===== config.mk =====
export PLATFORM = sky130hd
export DESIGN_NAME = sram_boundary_scan_tap
export DESIGN_NICKNAME = d
export VERILOG_FILES = /design/src/core/sram_boundary_scan_tap.v
export VERILOG_INCLUDE_DIRS = /design/src /design/src/core
export SDC_FILE = /design/constraint.sdc
export NUM_CORES = 1
export LEC_CHECK = 0
export BUFFER_PORTS_ARGS = -buffer_cell sky130_fd_sc_hd__buf_2
export CORE_MARGIN = 1.5
export CORE_UTILIZATION = 60
export DETAILED_ROUTE_END_ITERATION = 8
export GPL_TIMING_DRIVEN = 0
export HOLD_SLACK_MARGIN = 0.12
export PLACE_DENSITY_LB_ADDON = 0.3
export REMOVE_ABC_BUFFERS = 1
export SKIP_LAST_GASP = 1
export SYNTH_ARGS = -nofsm -noshare
export SYNTH_HDL_FRONTEND = slang
export SYNTH_SLANG_ARGS = --single-unit

===== constraint.sdc =====
create_clock -name mclk -period 16.9 [get_ports mclk]
set_input_delay 0.845 -clock mclk [delete_from_list [all_inputs] [get_ports mclk]]
set_output_delay 0.845 -clock mclk [all_outputs]
set_load 0.01 [all_outputs]

===== src/core/sram_tap_regs.vh =====
// Constants of the SRAM boundary-scan test access port
`ifndef SRAM_TAP_REGS_VH
`define SRAM_TAP_REGS_VH
`define OP_WIDTH      3
`define OP_EXTEST     3'h0
`define OP_IDREAD     3'h1
`define OP_SAMPLEZ    3'h2
`define OP_SAMPLE     3'h4
`define OP_BYPASS     3'h7
`define OP_RESET      3'h1
`define OP_CAPTURE    3'h1
`define ID_WIDTH      32
`define ID_VALUE      32'h0000_0001
`define CHAIN_LEN     109
`define FIFO_DEPTH    8
`define SYNC_STAGES   3
`endif


===== src/core/sram_boundary_scan_tap.v =====
// Boundary-scan test access port of the SRAM, with sample FIFO
`timescale 1ns/1ns
`include "sram_tap_regs.vh"

module sample_fifo #(
   parameter WIDTH = 8,
   parameter DEPTH = 8,
   parameter AW    = 3
) (
   input  wire             mclk,
   input  wire             rst,
   input  wire [WIDTH-1:0] inData,
   input  wire             inValid,
   output wire             inReady,
   output wire [WIDTH-1:0] outData,
   output wire             outValid,
   input  wire             outReady
);
   reg [WIDTH-1:0] mem_q [0:DEPTH-1];
   reg [AW-1:0]    wrPtr_q;
   reg [AW-1:0]    rdPtr_q;
   reg [AW:0]      count_q;
   wire            push;
   wire            pop;

   // Honest full and empty flags from the occupancy count
   assign inReady  = (count_q != DEPTH[AW:0]);
   assign outValid = (count_q != {(AW+1){1'b0}});
   assign outData  = mem_q[rdPtr_q];
   assign push     = inValid & inReady;
   assign pop      = outValid & outReady;

   // Storage written at the write index
   always @(posedge mclk) begin
      if (push) begin
         mem_q[wrPtr_q] <= inData;
      end
   end

   // Pointers and count
   always @(posedge mclk or posedge rst) begin
      if (rst) begin
         wrPtr_q <= {AW{1'b0}};
         rdPtr_q <= {AW{1'b0}};
         count_q <= {(AW+1){1'b0}};
      end else begin
         if (push) begin
            wrPtr_q <= (wrPtr_q == DEPTH[AW-1:0] - 1'b1) ? {AW{1'b0}} : wrPtr_q + 1'b1;
         end
         if (pop) begin
            rdPtr_q <= (rdPtr_q == DEPTH[AW-1:0] - 1'b1) ? {AW{1'b0}} : rdPtr_q + 1'b1;
         end
         count_q <= count_q + {{AW{1'b0}}, push} - {{AW{1'b0}}, pop};
      end
   end
endmodule

module sram_boundary_scan_tap (
   input  wire                    mclk,
   input  wire                    rst,
   input  wire                    tck,
   input  wire                    tms,
   input  wire                    tdi,
   output reg                     tdo,
   output reg                     tdoEn_n,
   input  wire [`CHAIN_LEN-1:0]   pinIn,
   input  wire [`CHAIN_LEN-1:0]   sampleData,
   input  wire                    sampleValid,
   output wire                    sampleReady,
   output reg  [`CHAIN_LEN-1:0]   pinOut,
   output wire                    pinsFromScan,
   output wire                    memOutFloat,
   output reg                     outDataLost,
   output wire [3:0]              tapState,
   output wire [`OP_WIDTH-1:0]    opcode
);
   // Controller states, standard binary codes
   localparam S_EXIT2DR  = 4'h0;
   localparam S_EXIT1DR  = 4'h1;
   localparam S_SHIFTDR  = 4'h2;
   localparam S_PAUSEDR  = 4'h3;
   localparam S_SELIR    = 4'h4;
   localparam S_UPDDR    = 4'h5;
   localparam S_CAPDR    = 4'h6;
   localparam S_SELDR    = 4'h7;
   localparam S_EXIT2IR  = 4'h8;
   localparam S_EXIT1IR  = 4'h9;
   localparam S_SHIFTIR  = 4'hA;
   localparam S_PAUSEIR  = 4'hB;
   localparam S_IDLE     = 4'hC;
   localparam S_UPDIR    = 4'hD;
   localparam S_CAPIR    = 4'hE;
   localparam S_TLR      = 4'hF;

   reg  [`SYNC_STAGES-1:0]  tckS_q;
   reg  [`SYNC_STAGES-1:0]  tmsS_q;
   reg  [`SYNC_STAGES-1:0]  tdiS_q;
   reg                      tckF_q;
   reg                      tmsF_q;
   reg                      tdiF_q;
   reg  [3:0]               state_q;
   reg  [3:0]               state_d;
   reg  [`OP_WIDTH-1:0]     op_q;
   reg  [`OP_WIDTH-1:0]     opShift_q;
   reg                      shortcut_q;
   reg  [`ID_WIDTH-1:0]     idShift_q;
   reg  [`CHAIN_LEN:1]      chain_q;
   reg                      serialOut;
   wire                     tckRise;
   wire                     tckFall;
   wire                     chainSel;
   wire [`CHAIN_LEN-1:0]    fifoData;
   wire                     fifoValid;
   wire                     fifoPop;
   wire [`CHAIN_LEN-1:0]    captureWord;

   // Three-stage synchronisers for the test pins
   always @(posedge mclk or posedge rst) begin
      if (rst) begin
         tckS_q <= {`SYNC_STAGES{1'b0}};
         tmsS_q <= {`SYNC_STAGES{1'b1}};
         tdiS_q <= {`SYNC_STAGES{1'b1}};
      end else begin
         tckS_q <= {tckS_q[1:0], tck};
         tmsS_q <= {tmsS_q[1:0], tms};
         tdiS_q <= {tdiS_q[1:0], tdi};
      end
   end

   // Filtered levels follow once second and third stages agree
   always @(posedge mclk or posedge rst) begin
      if (rst) begin
         tckF_q <= 1'b0;
         tmsF_q <= 1'b1;
         tdiF_q <= 1'b1;
      end else begin
         if (tckS_q[1] == tckS_q[2]) begin
            tckF_q <= tckS_q[2];
         end
         if (tmsS_q[1] == tmsS_q[2]) begin
            tmsF_q <= tmsS_q[2];
         end
         if (tdiS_q[1] == tdiS_q[2]) begin
            tdiF_q <= tdiS_q[2];
         end
      end
   end

   // Test clock edges found on the filtered level
   assign tckRise = (tckS_q[1] & tckS_q[2]) & ~tckF_q;
   assign tckFall = ~(tckS_q[1] | tckS_q[2]) & tckF_q;

   // Next controller state from TMS at a rising edge
   always @* begin
      case (state_q)
         S_TLR:     state_d = tmsF_q ? S_TLR     : S_IDLE;
         S_IDLE:    state_d = tmsF_q ? S_SELDR   : S_IDLE;
         S_SELDR:   state_d = tmsF_q ? S_SELIR   : S_CAPDR;
         S_CAPDR:   state_d = tmsF_q ? S_EXIT1DR : S_SHIFTDR;
         S_SHIFTDR: state_d = tmsF_q ? S_EXIT1DR : S_SHIFTDR;
         S_EXIT1DR: state_d = tmsF_q ? S_UPDDR   : S_PAUSEDR;
         S_PAUSEDR: state_d = tmsF_q ? S_EXIT2DR : S_PAUSEDR;
         S_EXIT2DR: state_d = tmsF_q ? S_UPDDR   : S_SHIFTDR;
         S_UPDDR:   state_d = tmsF_q ? S_SELDR   : S_IDLE;
         S_SELIR:   state_d = tmsF_q ? S_TLR     : S_CAPIR;
         S_CAPIR:   state_d = tmsF_q ? S_EXIT1IR : S_SHIFTIR;
         S_SHIFTIR: state_d = tmsF_q ? S_EXIT1IR : S_SHIFTIR;
         S_EXIT1IR: state_d = tmsF_q ? S_UPDIR   : S_PAUSEIR;
         S_PAUSEIR: state_d = tmsF_q ? S_EXIT2IR : S_PAUSEIR;
         S_EXIT2IR: state_d = tmsF_q ? S_UPDIR   : S_SHIFTIR;
         S_UPDIR:   state_d = tmsF_q ? S_SELDR   : S_IDLE;
         default:   state_d = S_TLR;
      endcase
   end

   // Controller and opcode registers, advanced on rising TCK
   always @(posedge mclk or posedge rst) begin
      if (rst) begin
         state_q   <= S_TLR;
         op_q      <= `OP_RESET;
         opShift_q <= `OP_CAPTURE;
      end else if (tckRise) begin
         state_q <= state_d;
         case (state_q)
            S_CAPIR:   opShift_q <= `OP_CAPTURE;
            S_SHIFTIR: opShift_q <= {tdiF_q, opShift_q[`OP_WIDTH-1:1]};
            default:   opShift_q <= opShift_q;
         endcase
         // Opcode takes effect on entry, so drivers switch as Update-IR begins
         if (state_d == S_TLR) begin
            op_q <= `OP_RESET;
         end else if (state_d == S_UPDIR) begin
            op_q <= opShift_q;
         end
      end
   end

   // Pin chain used by external test and both sample opcodes
   assign chainSel = (op_q == `OP_EXTEST) | (op_q == `OP_SAMPLEZ) | (op_q == `OP_SAMPLE);

   // Queued memory-side samples take precedence over live pins
   assign fifoPop     = tckRise & (state_q == S_CAPDR) & chainSel;
   assign captureWord = fifoValid ? fifoData : pinIn;

   sample_fifo #(
      .WIDTH (`CHAIN_LEN),
      .DEPTH (`FIFO_DEPTH),
      .AW    (3)
   ) u_fifo (
      .mclk     (mclk),
      .rst      (rst),
      .inData   (sampleData),
      .inValid  (sampleValid),
      .inReady  (sampleReady),
      .outData  (fifoData),
      .outValid (fifoValid),
      .outReady (fifoPop)
   );

   // Data registers: capture and shift on rising TCK
   always @(posedge mclk or posedge rst) begin
      if (rst) begin
         shortcut_q <= 1'b0;
         idShift_q  <= {`ID_WIDTH{1'b0}};
         chain_q    <= {`CHAIN_LEN{1'b0}};
      end else if (tckRise) begin
         if (state_q == S_CAPDR) begin
            shortcut_q <= 1'b0;
            if (op_q == `OP_IDREAD) begin
               idShift_q <= `ID_VALUE;
            end
            if (chainSel) begin
               chain_q <= captureWord;
            end
         end else if (state_q == S_SHIFTDR) begin
            shortcut_q <= tdiF_q;
            if (op_q == `OP_IDREAD) begin
               idShift_q <= {tdiF_q, idShift_q[`ID_WIDTH-1:1]};
            end
            if (chainSel) begin
               chain_q <= {tdiF_q, chain_q[`CHAIN_LEN:2]};
            end
         end
      end
   end

   // Preload latch driven onto pins on Update-DR
   always @(posedge mclk or posedge rst) begin
      if (rst) begin
         pinOut <= {`CHAIN_LEN{1'b0}};
      end else if (tckRise && state_q == S_UPDDR && chainSel) begin
         pinOut <= chain_q;
      end
   end

   // Pin drive selection by the active opcode
   assign pinsFromScan = (op_q == `OP_EXTEST);
   assign memOutFloat  = (op_q == `OP_SAMPLEZ);

   // Output data register marked lost once external test is loaded
   always @(posedge mclk or posedge rst) begin
      if (rst) begin
         outDataLost <= 1'b0;
      end else if (op_q == `OP_EXTEST) begin
         outDataLost <= 1'b1;
      end
   end

   // Serial output selection; reserved opcodes fall to the shortcut
   always @* begin
      if (state_q == S_SHIFTIR) begin
         serialOut = opShift_q[0];
      end else if (op_q == `OP_IDREAD) begin
         serialOut = idShift_q[0];
      end else if (chainSel) begin
         serialOut = chain_q[1];
      end else begin
         serialOut = shortcut_q;
      end
   end

   // TDO updated on falling TCK only
   always @(posedge mclk or posedge rst) begin
      if (rst) begin
         tdo     <= 1'b0;
         tdoEn_n <= 1'b1;
      end else if (tckFall) begin
         tdo     <= serialOut;
         tdoEn_n <= ~((state_q == S_SHIFTDR) | (state_q == S_SHIFTIR));
      end
   end

   assign tapState = state_q;
   assign opcode   = op_q;
endmodule


==> impl_metrics.json, run 1 <==
{
  "initial_core_util": 0.608,
  "ctsHtreeMaxLevel": 3,
  "port_buffers": 345,
  "start_kind": "flop",
  "cts.sinks": 1158,
  "synth_enable_flop_cells": 872,
  "die-area_sq_um": 77400,
  "postSynthAreaPerCell_sq_um": 18.1,
  "row_count": 100,
  "hp-class": "input pin to asynchronous set/reset pin",
  "min_period_over_period": 0.222,
  "design_area_sq_um": 53900,
  "die_w_um": 278,
  "cts_resized": 0,
  "maxCapViolCount": 0,
  "grt_overflow": 0,
  "crit_fanout": 14,
  "dpl_cell_area_sq_um": 50100,
  "synth_area_leaders": "edfxtp_1 58%, dfrtp_1 15%, mux4_2 7.1%, mux2i_1 4.0%, mux2_2 3.5%",
  "rsz0062_at_grt": "no",
  "status": "finished clean",
  "cts_made_buffers": 115,
  "antenna_left": 0,
  "synth_cell_types": 61,
  "reg2regPathDepth": 9,
  "cts_setup_buffers": 0,
  "synth_most_common_cell": "edfxtp_1",
  "ys_ff_latch": 1158,
  "synth-async-reset-ratio": 0.247,
  "crit_arrival_ns": 4.33,
  "rrSetupSlack_ns": 13.15,
  "antenna_found_initial": 28,
  "r2r-end": "u_fifo.count_q[3]",
  "synth_top_cell_by_area": "edfxtp_1",
  "hold_viol": 0,
  "worstReg2RegStart": "tapState[1]",
  "detail_route.wl_per_cell_um": 28.4,
  "io_pins": 346,
  "grt_usage": 0.296,
  "fill_cells": 4399,
  "cts-hold-fix-buffers": 0,
  "fp.dieH_um": 278,
  "grt_max_degree": 122,
  "place_inst": 3809,
  "required_ns": 17.48,
  "maxSlewHeadroom": 0.325,
  "syn_to_final_growth_pct": 18.6,
  "grt_pass1_wl_um": 170000,
  "place.detailed.hpwl_um": 75300,
  "crit_path_end": "u_fifo.count_q[3]",
  "via_per_inst": 6.51,
  "fin_worst_skew_ns": 0.0202,
  "drt_iter0_markers": 2586,
  "slew_violations": 0,
  "drc": 0,
  "clk_path_buf_depth": 3,
  "routed_wl_um": 115000,
  "clock_latency_ns": 0.67,
  "netlist.area_leader.share": 0.576,
  "vias": 26400,
  "multi_input_area_sq_um": 11400,
  "worst_slack_ns": 13.15,
  "worst_ir_drop_vdd_mv": 0.115,
  "fin_tns_setup_ns": 0,
  "layout-drive-gt1-share": 0.330,
  "cp-end-kind": "flop",
  "tightest_slew_ns": 1.01,
  "cp-startpoint": "tapState[1]",
  "seq_area_frac_synth": 0.734,
  "fin_nets": 3194,
  "instances_no_fill": 4045,
  "synth_flop_cell": "edfxtp_1",
  "dpl_worst_slack_ns": 13.28,
  "power.leakage_nw": 18.9,
  "path_class": "flop to flop",
  "dr.pass1.iters": 5,
  "syn_area_sq_um": 45400,
  "setup_viol": 0,
  "fmax_mhz": 267,
  "synthCells": 2516,
  "p_per_area_nw_per_um2": 152,
  "finalCriticalPeriod_ns": 3.75,
  "first_global_vias": 27100,
  "synthTopCellsByCount": "872 x edfxtp_1, 271 x dfrtp_1, 182 x mux2i_1, 143 x mux4_2, 140 x mux2_2",
  "core-area_sq_um": 74700,
  "place.gp.congestion": 0.799,
  "synth_warnings": 0,
  "path_clk_slew_ns": 0.06,
  "clock-root-buffer": "clkbuf_16",
  "seq_area_sq_um": 33400,
  "cts_tree": "yes"
}
[worst min path at each step]
stage / slack (ns) / endpoint / cells after the start / start
after global routing: 0.27 / tdiS_q[0] / 1 / tdi
after global placement: 0.34 / tckS_q[1] / 0 / tckS_q[0]
after CTS: 0.25 / tdiS_q[0] / 1 / tdi
final: 0.24 / pinOut[4] / 2 / rst
after detailed placement: 0.35 / tdiS_q[1] / 0 / tdiS_q[0]
after floorplan: 0.33 / tckS_q[1] / 0 / tckS_q[0]
[cell usage in the layout, fill, tap and decap left out, types with 51 or more instances in the layout]
cell type | netlist | layout
nand2_1 | 85 | 82
buf_6 | 4 | 51
o22ai_1 | 116 | 116
clkbuf_16 | 0 | 119
mux2_2 | 140 | 140
dfrtp_1 | 271 | 268
nor2_1 | 89 | 85
a221oi_1 | 78 | 78
edfxtp_1 | 872 | 872
mux2i_1 | 182 | 182
buf_2 | 83 | 345
mux4_2 | 143 | 143
[per-stage QoR]
stage	utilization	hold WS, ns	total power (W)
after floorplan	-	0.331	0.00505
after global routing	0.721	0.266	0.00846
after CTS	0.721	0.252	0.00820
final	0.722	0.240	0.00818
after detailed placement	0.670	0.349	0.00567
after global placement	0.637	0.344	0.00578
[kinds of logic (layout without fill, tap and decap cells)]
group           after synthesis  after routing  share of synthesized area
compound gates              400            400                     0.0645
xor+xnor                      2              2                   0.000385
fa+ha+maj                    15             15                    0.00418
buf+inv                     188            731                     0.0193
flops                      1158           1158                      0.734
mux                         475            475                      0.149
other cells                   0             17                          0
simple gates                278            278                     0.0287
[registers in the layout, summed over array words and instances (netlist names), 3 cells and up]
register / count
u_fifo.wrPtr_q: 3
chain_q: 109
u_fifo.mem_q: 872
u_fifo.count_q: 4
tmsS_q: 3
opcode: 3
idShift_q: 32
tckS_q: 3
tapState: 4
u_fifo.rdPtr_q: 3
pinOut: 109
opShift_q: 3
tdiS_q: 3
[report_power, final]
part	internal, W	switching (W)	leakage, nW
registers	0.00366	0.000348	11.2
logic	0.000753	0.000892	5.85
clock network	0.00147	0.00106	1.87
[routing by layer]
| layer | vias up | track usage | part of all wire |
|---|---|---|---|
| met5 | - | 0 | 0.0015 |
| met4 | 26 | 0.103 | 0.028 |
| met3 | 242 | 0.0557 | 0.084 |
| met2 | 1397 | 0.486 | 0.50 |
| met1 | 13600 | 0.402 | 0.39 |
| li1 | 11000 | - | - |
[area by class of cell]
class                           instances  share of cell area
Inverter                               15             0.00118
Clock buffer                          156              0.0604
Antenna cell                           17            0.000789
Timing Repair Buffer                  497              0.0753
Clock inverter                         63              0.0101
Sequential cell                      1158               0.619
Tap cell                              969              0.0225
Multi-Input combinational cell       1170               0.211
[critical path: stages, from the launching register on]
cell	delay [ns]
dfstp_2	0.70
nor4bb_4	0.84
nand4_1	0.76
inv_1	0.23
ha_1	0.21
inv_1	0.05
ha_1	0.27
a21o_1	0.19
a21oi_1	0.20
xor2_1	0.20
(Power assumes the default switching activity.)
==> run 2: changes to the inputs <==
--- a/config.mk
+++ b/config.mk
@@ -8,7 +8,7 @@
 export LEC_CHECK = 0
 export BUFFER_PORTS_ARGS = -buffer_cell sky130_fd_sc_hd__buf_2
 export CORE_MARGIN = 1.5
-export CORE_UTILIZATION = 60
+export CORE_UTILIZATION = 54
 export DETAILED_ROUTE_END_ITERATION = 8
 export GPL_TIMING_DRIVEN = 0
 export HOLD_SLACK_MARGIN = 0.12
==> constraint.sdc (replaced) <==
create_clock -name mclk -period 3 [get_ports mclk]
set_input_delay 0.15 -clock mclk [delete_from_list [all_inputs] [get_ports mclk]]
set_output_delay 0.15 -clock mclk [all_outputs]
set_load 0.01 [all_outputs]
==> impl_metrics.json, run 2 (synthesis results as in run 1) <==
{
  "status": "finished clean",
  "tightest_slew_ns": 0.855,
  "path_class": "flop to flop",
  "required_ns": 3.55,
  "layout-drive-gt1-share": 0.313,
  "finalCriticalPeriod_ns": 2.97,
  "fin_worst_skew_ns": 0.0209,
  "cts.sinks": 1158,
  "vias": 27200,
  "crit_arrival_ns": 3.52,
  "drt_iter0_markers": 2621,
  "fill_cells": 5261,
  "worstReg2RegStart": "tapState[3]",
  "hold_viol": 0,
  "place.gp.congestion": 0.781,
  "multi_input_area_sq_um": 11400,
  "clock_latency_ns": 0.68,
  "place.detailed.hpwl_um": 75500,
  "power.leakage_nw": 20.0,
  "layout_commonest_cell": "edfxtp_1",
  "maxSlewHeadroom": 0.429,
  "hp-class": "input pin to asynchronous set/reset pin",
  "cp-end-kind": "flop",
  "initial_core_util": 0.545,
  "grt_pass1_wl_um": 173000,
  "sw_frac_of_total": 0.281,
  "worst_ir_drop_vdd_mv": 0.562,
  "fmax_mhz": 337,
  "met3_length_um": 9180,
  "start_kind": "flop",
  "pwr-share-clk": 0.310,
  "p_seq_frac": 0.485,
  "grt_max_degree": 117,
  "ctsHtreeMaxLevel": 3,
  "grt_overflow": 0,
  "p_per_area_nw_per_um2": 823,
  "first_global_vias": 27500,
  "clock-root-buffer": "clkbuf_16",
  "dr.pass1.iters": 5,
  "min_period_over_period": 0.989,
  "largest_reg_flops": 872,
  "top_layer": "met5",
  "switchingPower_w": 0.0131,
  "regMostFlops": "u_fifo.mem_q",
  "grt_usage": 0.269,
  "port_buffers": 345,
  "instances_no_fill": 4384,
  "antenna_found_initial": 8,
  "setup_viol": 0,
  "die-area_sq_um": 85900,
  "routed_wl_um": 117000,
  "syn_to_final_growth_pct": 24.3,
  "top_regs": "u_fifo.mem_q (872), chain_q (109), pinOut (109)",
  "detail_route.wl_per_cell_um": 26.7,
  "die_w_um": 293,
  "cts_made_buffers": 112,
  "wl_met2_um": 58100,
  "r2r-end": "u_fifo.count_q[2]",
  "seq_area_sq_um": 33400,
  "path_clk_slew_ns": 0.06,
  "slew_violations": 0,
  "total_power_w": 0.0465,
  "row_count": 106,
  "core-area_sq_um": 83400,
  "cts_tree": "yes",
  "via_per_inst": 6.20,
  "p_int_w": 0.0335,
  "combinationalPowerShare": 0.206,
  "rrSetupSlack_ns": 0.03,
  "reg2regPathDepth": 11,
  "maxCapViolCount": 0,
  "crit_fanout": 20,
  "fp.dieH_um": 293,
  "antenna_left": 0,
  "fin_nets": 3436,
  "clk_path_buf_depth": 3,
  "drc": 0,
  "place_inst": 3926,
  "io_pins": 346,
  "layout_common_cells": "872 x edfxtp_1, 345 x buf_2, 268 x dfrtp_1",
  "wl_met1_um": 46400,
  "rsz0062_at_grt": "yes"
}
run 2: cell types whose count changed in the layout (fill, tap and decap cells not counted), sizes merged:
| cell | before | now |
|---|---|---|
| diode | 17 | 5 |
| clkbuf | 156 | 154 |
| buf | 497 | 515 |
| nor2 | 90 | 91 |
| clkinvlp | 4 | 7 |
| inv | 18 | 22 |
| dlygate4sd3 | 0 | 226 |
| bufinv | 8 | 12 |
| clkinv | 48 | 34 |
run 2: worst max-delay path: stages, from the launching register on:
cell      delay (ns)
dfstp_2         0.50
a211oi_4        0.57
buf_8           0.25
buf_8           0.21
nand4_1         0.15
inv_1           0.10
ha_1            0.23
inv_1           0.06
ha_1            0.15
inv_1           0.06
fa_1            0.41
xnor2_1         0.14
run 2: layer usage:
layer | vias up | GRT usage
met3 | 246 | 0.0419
li1 | 11500 | -
met4 | 6 | 0.0881
met1 | 14100 | 0.373
met5 | - | 0
met2 | 1344 | 0.443
run 2: area by class of cell:
class	count	area share
clock inverter	60	0.0114
inverter	15	0.00113
multi-input combinational	1171	0.202
timing repair buffer	741	0.115
antenna	5	0.000221
sequential	1158	0.590
tap	1080	0.0239
clock buffer	154	0.0559
run 2: repair_timing:
action | CTS | global route
pin swaps | 6 | 6
endpoints found under the setup margin | 338 | 145
gates cloned | 0 | 1
buffers inserted | 8 | 7
hold buffers | 226 | 0
endpoints found under the hold margin | 1093 | 0
gates resized for setup | 7 | 6
run 2: per-stage QoR:
step | instance area, sq um | TNS [ns] | hold WS [ns] | utilization | worst slack [ns]
floorplan | 44600 | -7048.92 | 0.154 | - | -9.06
global placement | 47700 | - | 0.257 | 0.572 | -21.11
detailed placement | 50200 | -51.57 | 0.259 | 0.602 | -0.740
CTS | 56400 | -1.31 | 0.134 | 0.676 | -0.136
global route | 56500 | -0.121 | 0.156 | 0.677 | -0.0655
finish | 56500 | 0 | 0.0897 | 0.677 | 0.0319
run 2: power groups by stage:
stage / Sequential (W) / Clock, W / Combinational, W
finish: 0.0226 / 0.0144 / 0.00957
global route: 0.0228 / 0.0152 / 0.0102
CTS: 0.0225 / 0.0146 / 0.00952
detailed placement: 0.0228 / 0 / 0.00917
global placement: 0.0228 / 0 / 0.00664
floorplan: 0.0230 / 0 / 0.00459
run 2: how the worst max path moves through the flow:
| stage | cells past startpoint | end | slack [ns] | startpoint |
|---|---|---|---|---|
| 2_1_floorplan | 5 | u_fifo.mem_q[0][0] | -9.06 | u_fifo.count_q[2] |
| 3_3_place_gp | 5 | u_fifo.mem_q[0][56] | -21.11 | u_fifo.count_q[2] |
| 3_5_place_dp | 9 | u_fifo.count_q[2] | -0.74 | tapState[2] |
| 4_1_cts | 14 | u_fifo.mem_q[1][51] | -0.14 | u_fifo.count_q[2] |
| 5_1_grt | 11 | u_fifo.count_q[2] | -0.07 | opcode[2] |
| 6_report | 11 | u_fifo.count_q[2] | 0.03 | tapState[3] |
==> run 3: changes to the inputs <==
--- a/config.mk
+++ b/config.mk
@@ -18,3 +18,4 @@
 export SYNTH_ARGS = -nofsm -noshare
 export SYNTH_HDL_FRONTEND = slang
 export SYNTH_SLANG_ARGS = --single-unit
+export TNS_END_PERCENT = 20
==> constraint.sdc (replaced) <==
create_clock -name mclk -period 3 [get_ports mclk]
set_input_delay 0.3 -clock mclk [delete_from_list [all_inputs] [get_ports mclk]]
set_output_delay 0.3 -clock mclk [all_outputs]
set_load 0.01 [all_outputs]
==> impl_metrics.json, run 3 (synthesis results as in run 1) <==
{
  "status": "finished, violations left",
  "failed_checks": "setup timing",
  "hp-class": "input pin to asynchronous set/reset pin",
  "p_per_area_nw_per_um2": 824,
  "fp.dieH_um": 293,
  "place_inst": 3926,
  "cp-end-kind": "flop",
  "grt_max_degree": 117,
  "grt_overflow": 0,
  "die-area_sq_um": 85900,
  "path_class": "flop to flop",
  "vias": 27200,
  "clock-root-buffer": "clkbuf_16",
  "regMostFlops": "u_fifo.mem_q",
  "cts_tree": "yes",
  "grt_pass1_wl_um": 172000,
  "fin_worst_skew_ns": 0.0198,
  "cts.sinks": 1158,
  "initial_core_util": 0.545,
  "path_clk_slew_ns": 0.06,
  "layout_common_cells": "872 x edfxtp_1, 345 x buf_2, 268 x dfrtp_1",
  "min_period_over_period": 1.01,
  "port_buffers": 345,
  "drt_iter0_markers": 2634,
  "detail_route.wl_per_cell_um": 26.8,
  "start_kind": "flop",
  "row_count": 106,
  "fin_nets": 3430,
  "die_w_um": 293,
  "dr.pass1.iters": 5,
  "antenna_found_initial": 7,
  "slew_violations": 0,
  "maxCapViolCount": 0,
  "required_ns": 3.43,
  "worstReg2RegStart": "u_fifo.count_q[2]",
  "power.leakage_nw": 19.9,
  "clock_latency_ns": 0.68,
  "hold_viol": 0,
  "cp-startpoint": "u_fifo.count_q[2]",
  "clk_path_buf_depth": 3,
  "place.detailed.hpwl_um": 75500,
  "reg2regPathDepth": 13,
  "r2r-end": "u_fifo.mem_q[0][57]",
  "top_regs": "u_fifo.mem_q (872), chain_q (109), pinOut (109)",
  "ctsHtreeMaxLevel": 3,
  "cts_made_buffers": 112,
  "io_pins": 346,
  "worst_ir_drop_vdd_mv": 0.561,
  "place.gp.congestion": 0.781,
  "largest_reg_flops": 872,
  "worst_slack_ns": -0.0200,
  "syn_to_final_growth_pct": 24.2,
  "drc": 0,
  "whs_ns": 0.239,
  "first_global_vias": 27500,
  "instances_no_fill": 4378,
  "core-area_sq_um": 83400,
  "crit_arrival_ns": 3.45,
  "antenna_left": 0,
  "via_per_inst": 6.20,
  "grt_usage": 0.269,
  "fmax_mhz": 331,
  "layout-drive-gt1-share": 0.312,
  "tightest_slew_ns": 0.840,
  "setup_viol": 5,
  "rsz0062_at_grt": "yes",
  "rrSetupSlack_ns": -0.02,
  "crit_fanout": 9,
  "routed_wl_um": 117000,
  "layout_commonest_cell": "edfxtp_1",
  "maxSlewHeadroom": 0.439,
  "finalCriticalPeriod_ns": 3.02
}
run 3: cell type report:
class                      count  area (sq um)
antenna                        5          12.5
sequential                  1158         33400
multi-input combinational   1171         11400
clock inverter                60           646
clock buffer                 154          3160
timing repair buffer         735          6430
inverter                      15          63.8
fill                        5268         27000
tap                         1080          1350
run 3: repair_timing:
action,in CTS,in global routing
cloned,0,1
setup endpoints to repair,338,167
setup buffers,5,6
hold buffers,223,0
gates resized for setup,6,5
hold endpoints to repair,1075,0
pin swaps,6,3
run 3: worst max-delay path: stages (launching register included):
cell	delay, ns
dfrtp_1	0.37
inv_1	0.10
ha_1	0.15
or3b_2	0.50
nand2_4	0.19
nor4_4	0.07
buf_4	0.19
buf_4	0.17
buf_4	0.18
buf_4	0.18
buf_4	0.18
buf_4	0.16
buf_4	0.16
buf_4	0.17
run 3: routing by layer:
| layer | vias to the layer above | share of wire | track usage | routed length, um |
|---|---|---|---|---|
| met5 | - | 0.00033 | 0 | 39 |
| met4 | 6 | 0.030 | 0.0886 | 3480 |
| met3 | 244 | 0.075 | 0.0416 | 8810 |
| met2 | 1347 | 0.49 | 0.441 | 57900 |
| met1 | 14000 | 0.40 | 0.373 | 46900 |
| li1 | 11500 | - | - | - |
run 3: stage by stage:
step / TNS, ns / power, W / cell area (sq um) / setup WS (ns) / util
floorplan: -7091.82 / 0.0276 / 44600 / -9.06 / -
global placement: - / 0.0294 / 47700 / -21.11 / 0.572
detailed placement: -51.57 / 0.0320 / 50200 / -0.740 / 0.602
CTS: -3.44 / 0.0466 / 56400 / -0.228 / 0.676
global route: -2.45 / 0.0482 / 56500 / -0.166 / 0.677
finish: -0.0914 / 0.0465 / 56500 / -0.0200 / 0.677
run 3: where the power goes:
group | internal, W | switching, W | leakage (nW)
logic | 0.00445 | 0.00510 | 6.88
clock network | 0.00842 | 0.00599 | 1.86
registers | 0.0206 | 0.00198 | 11.2
run 3: worst max path at each step:
stage / to / slack (ns) / depth (start not counted)
floorplan: u_fifo.mem_q[0][0] / -9.06 / 5
global placement: u_fifo.mem_q[0][56] / -21.11 / 5
detailed placement: u_fifo.count_q[2] / -0.74 / 9
CTS: chain_q[26] / -0.23 / 8
global route: u_fifo.mem_q[0][10] / -0.17 / 13
finish: u_fifo.mem_q[0][57] / -0.02 / 13
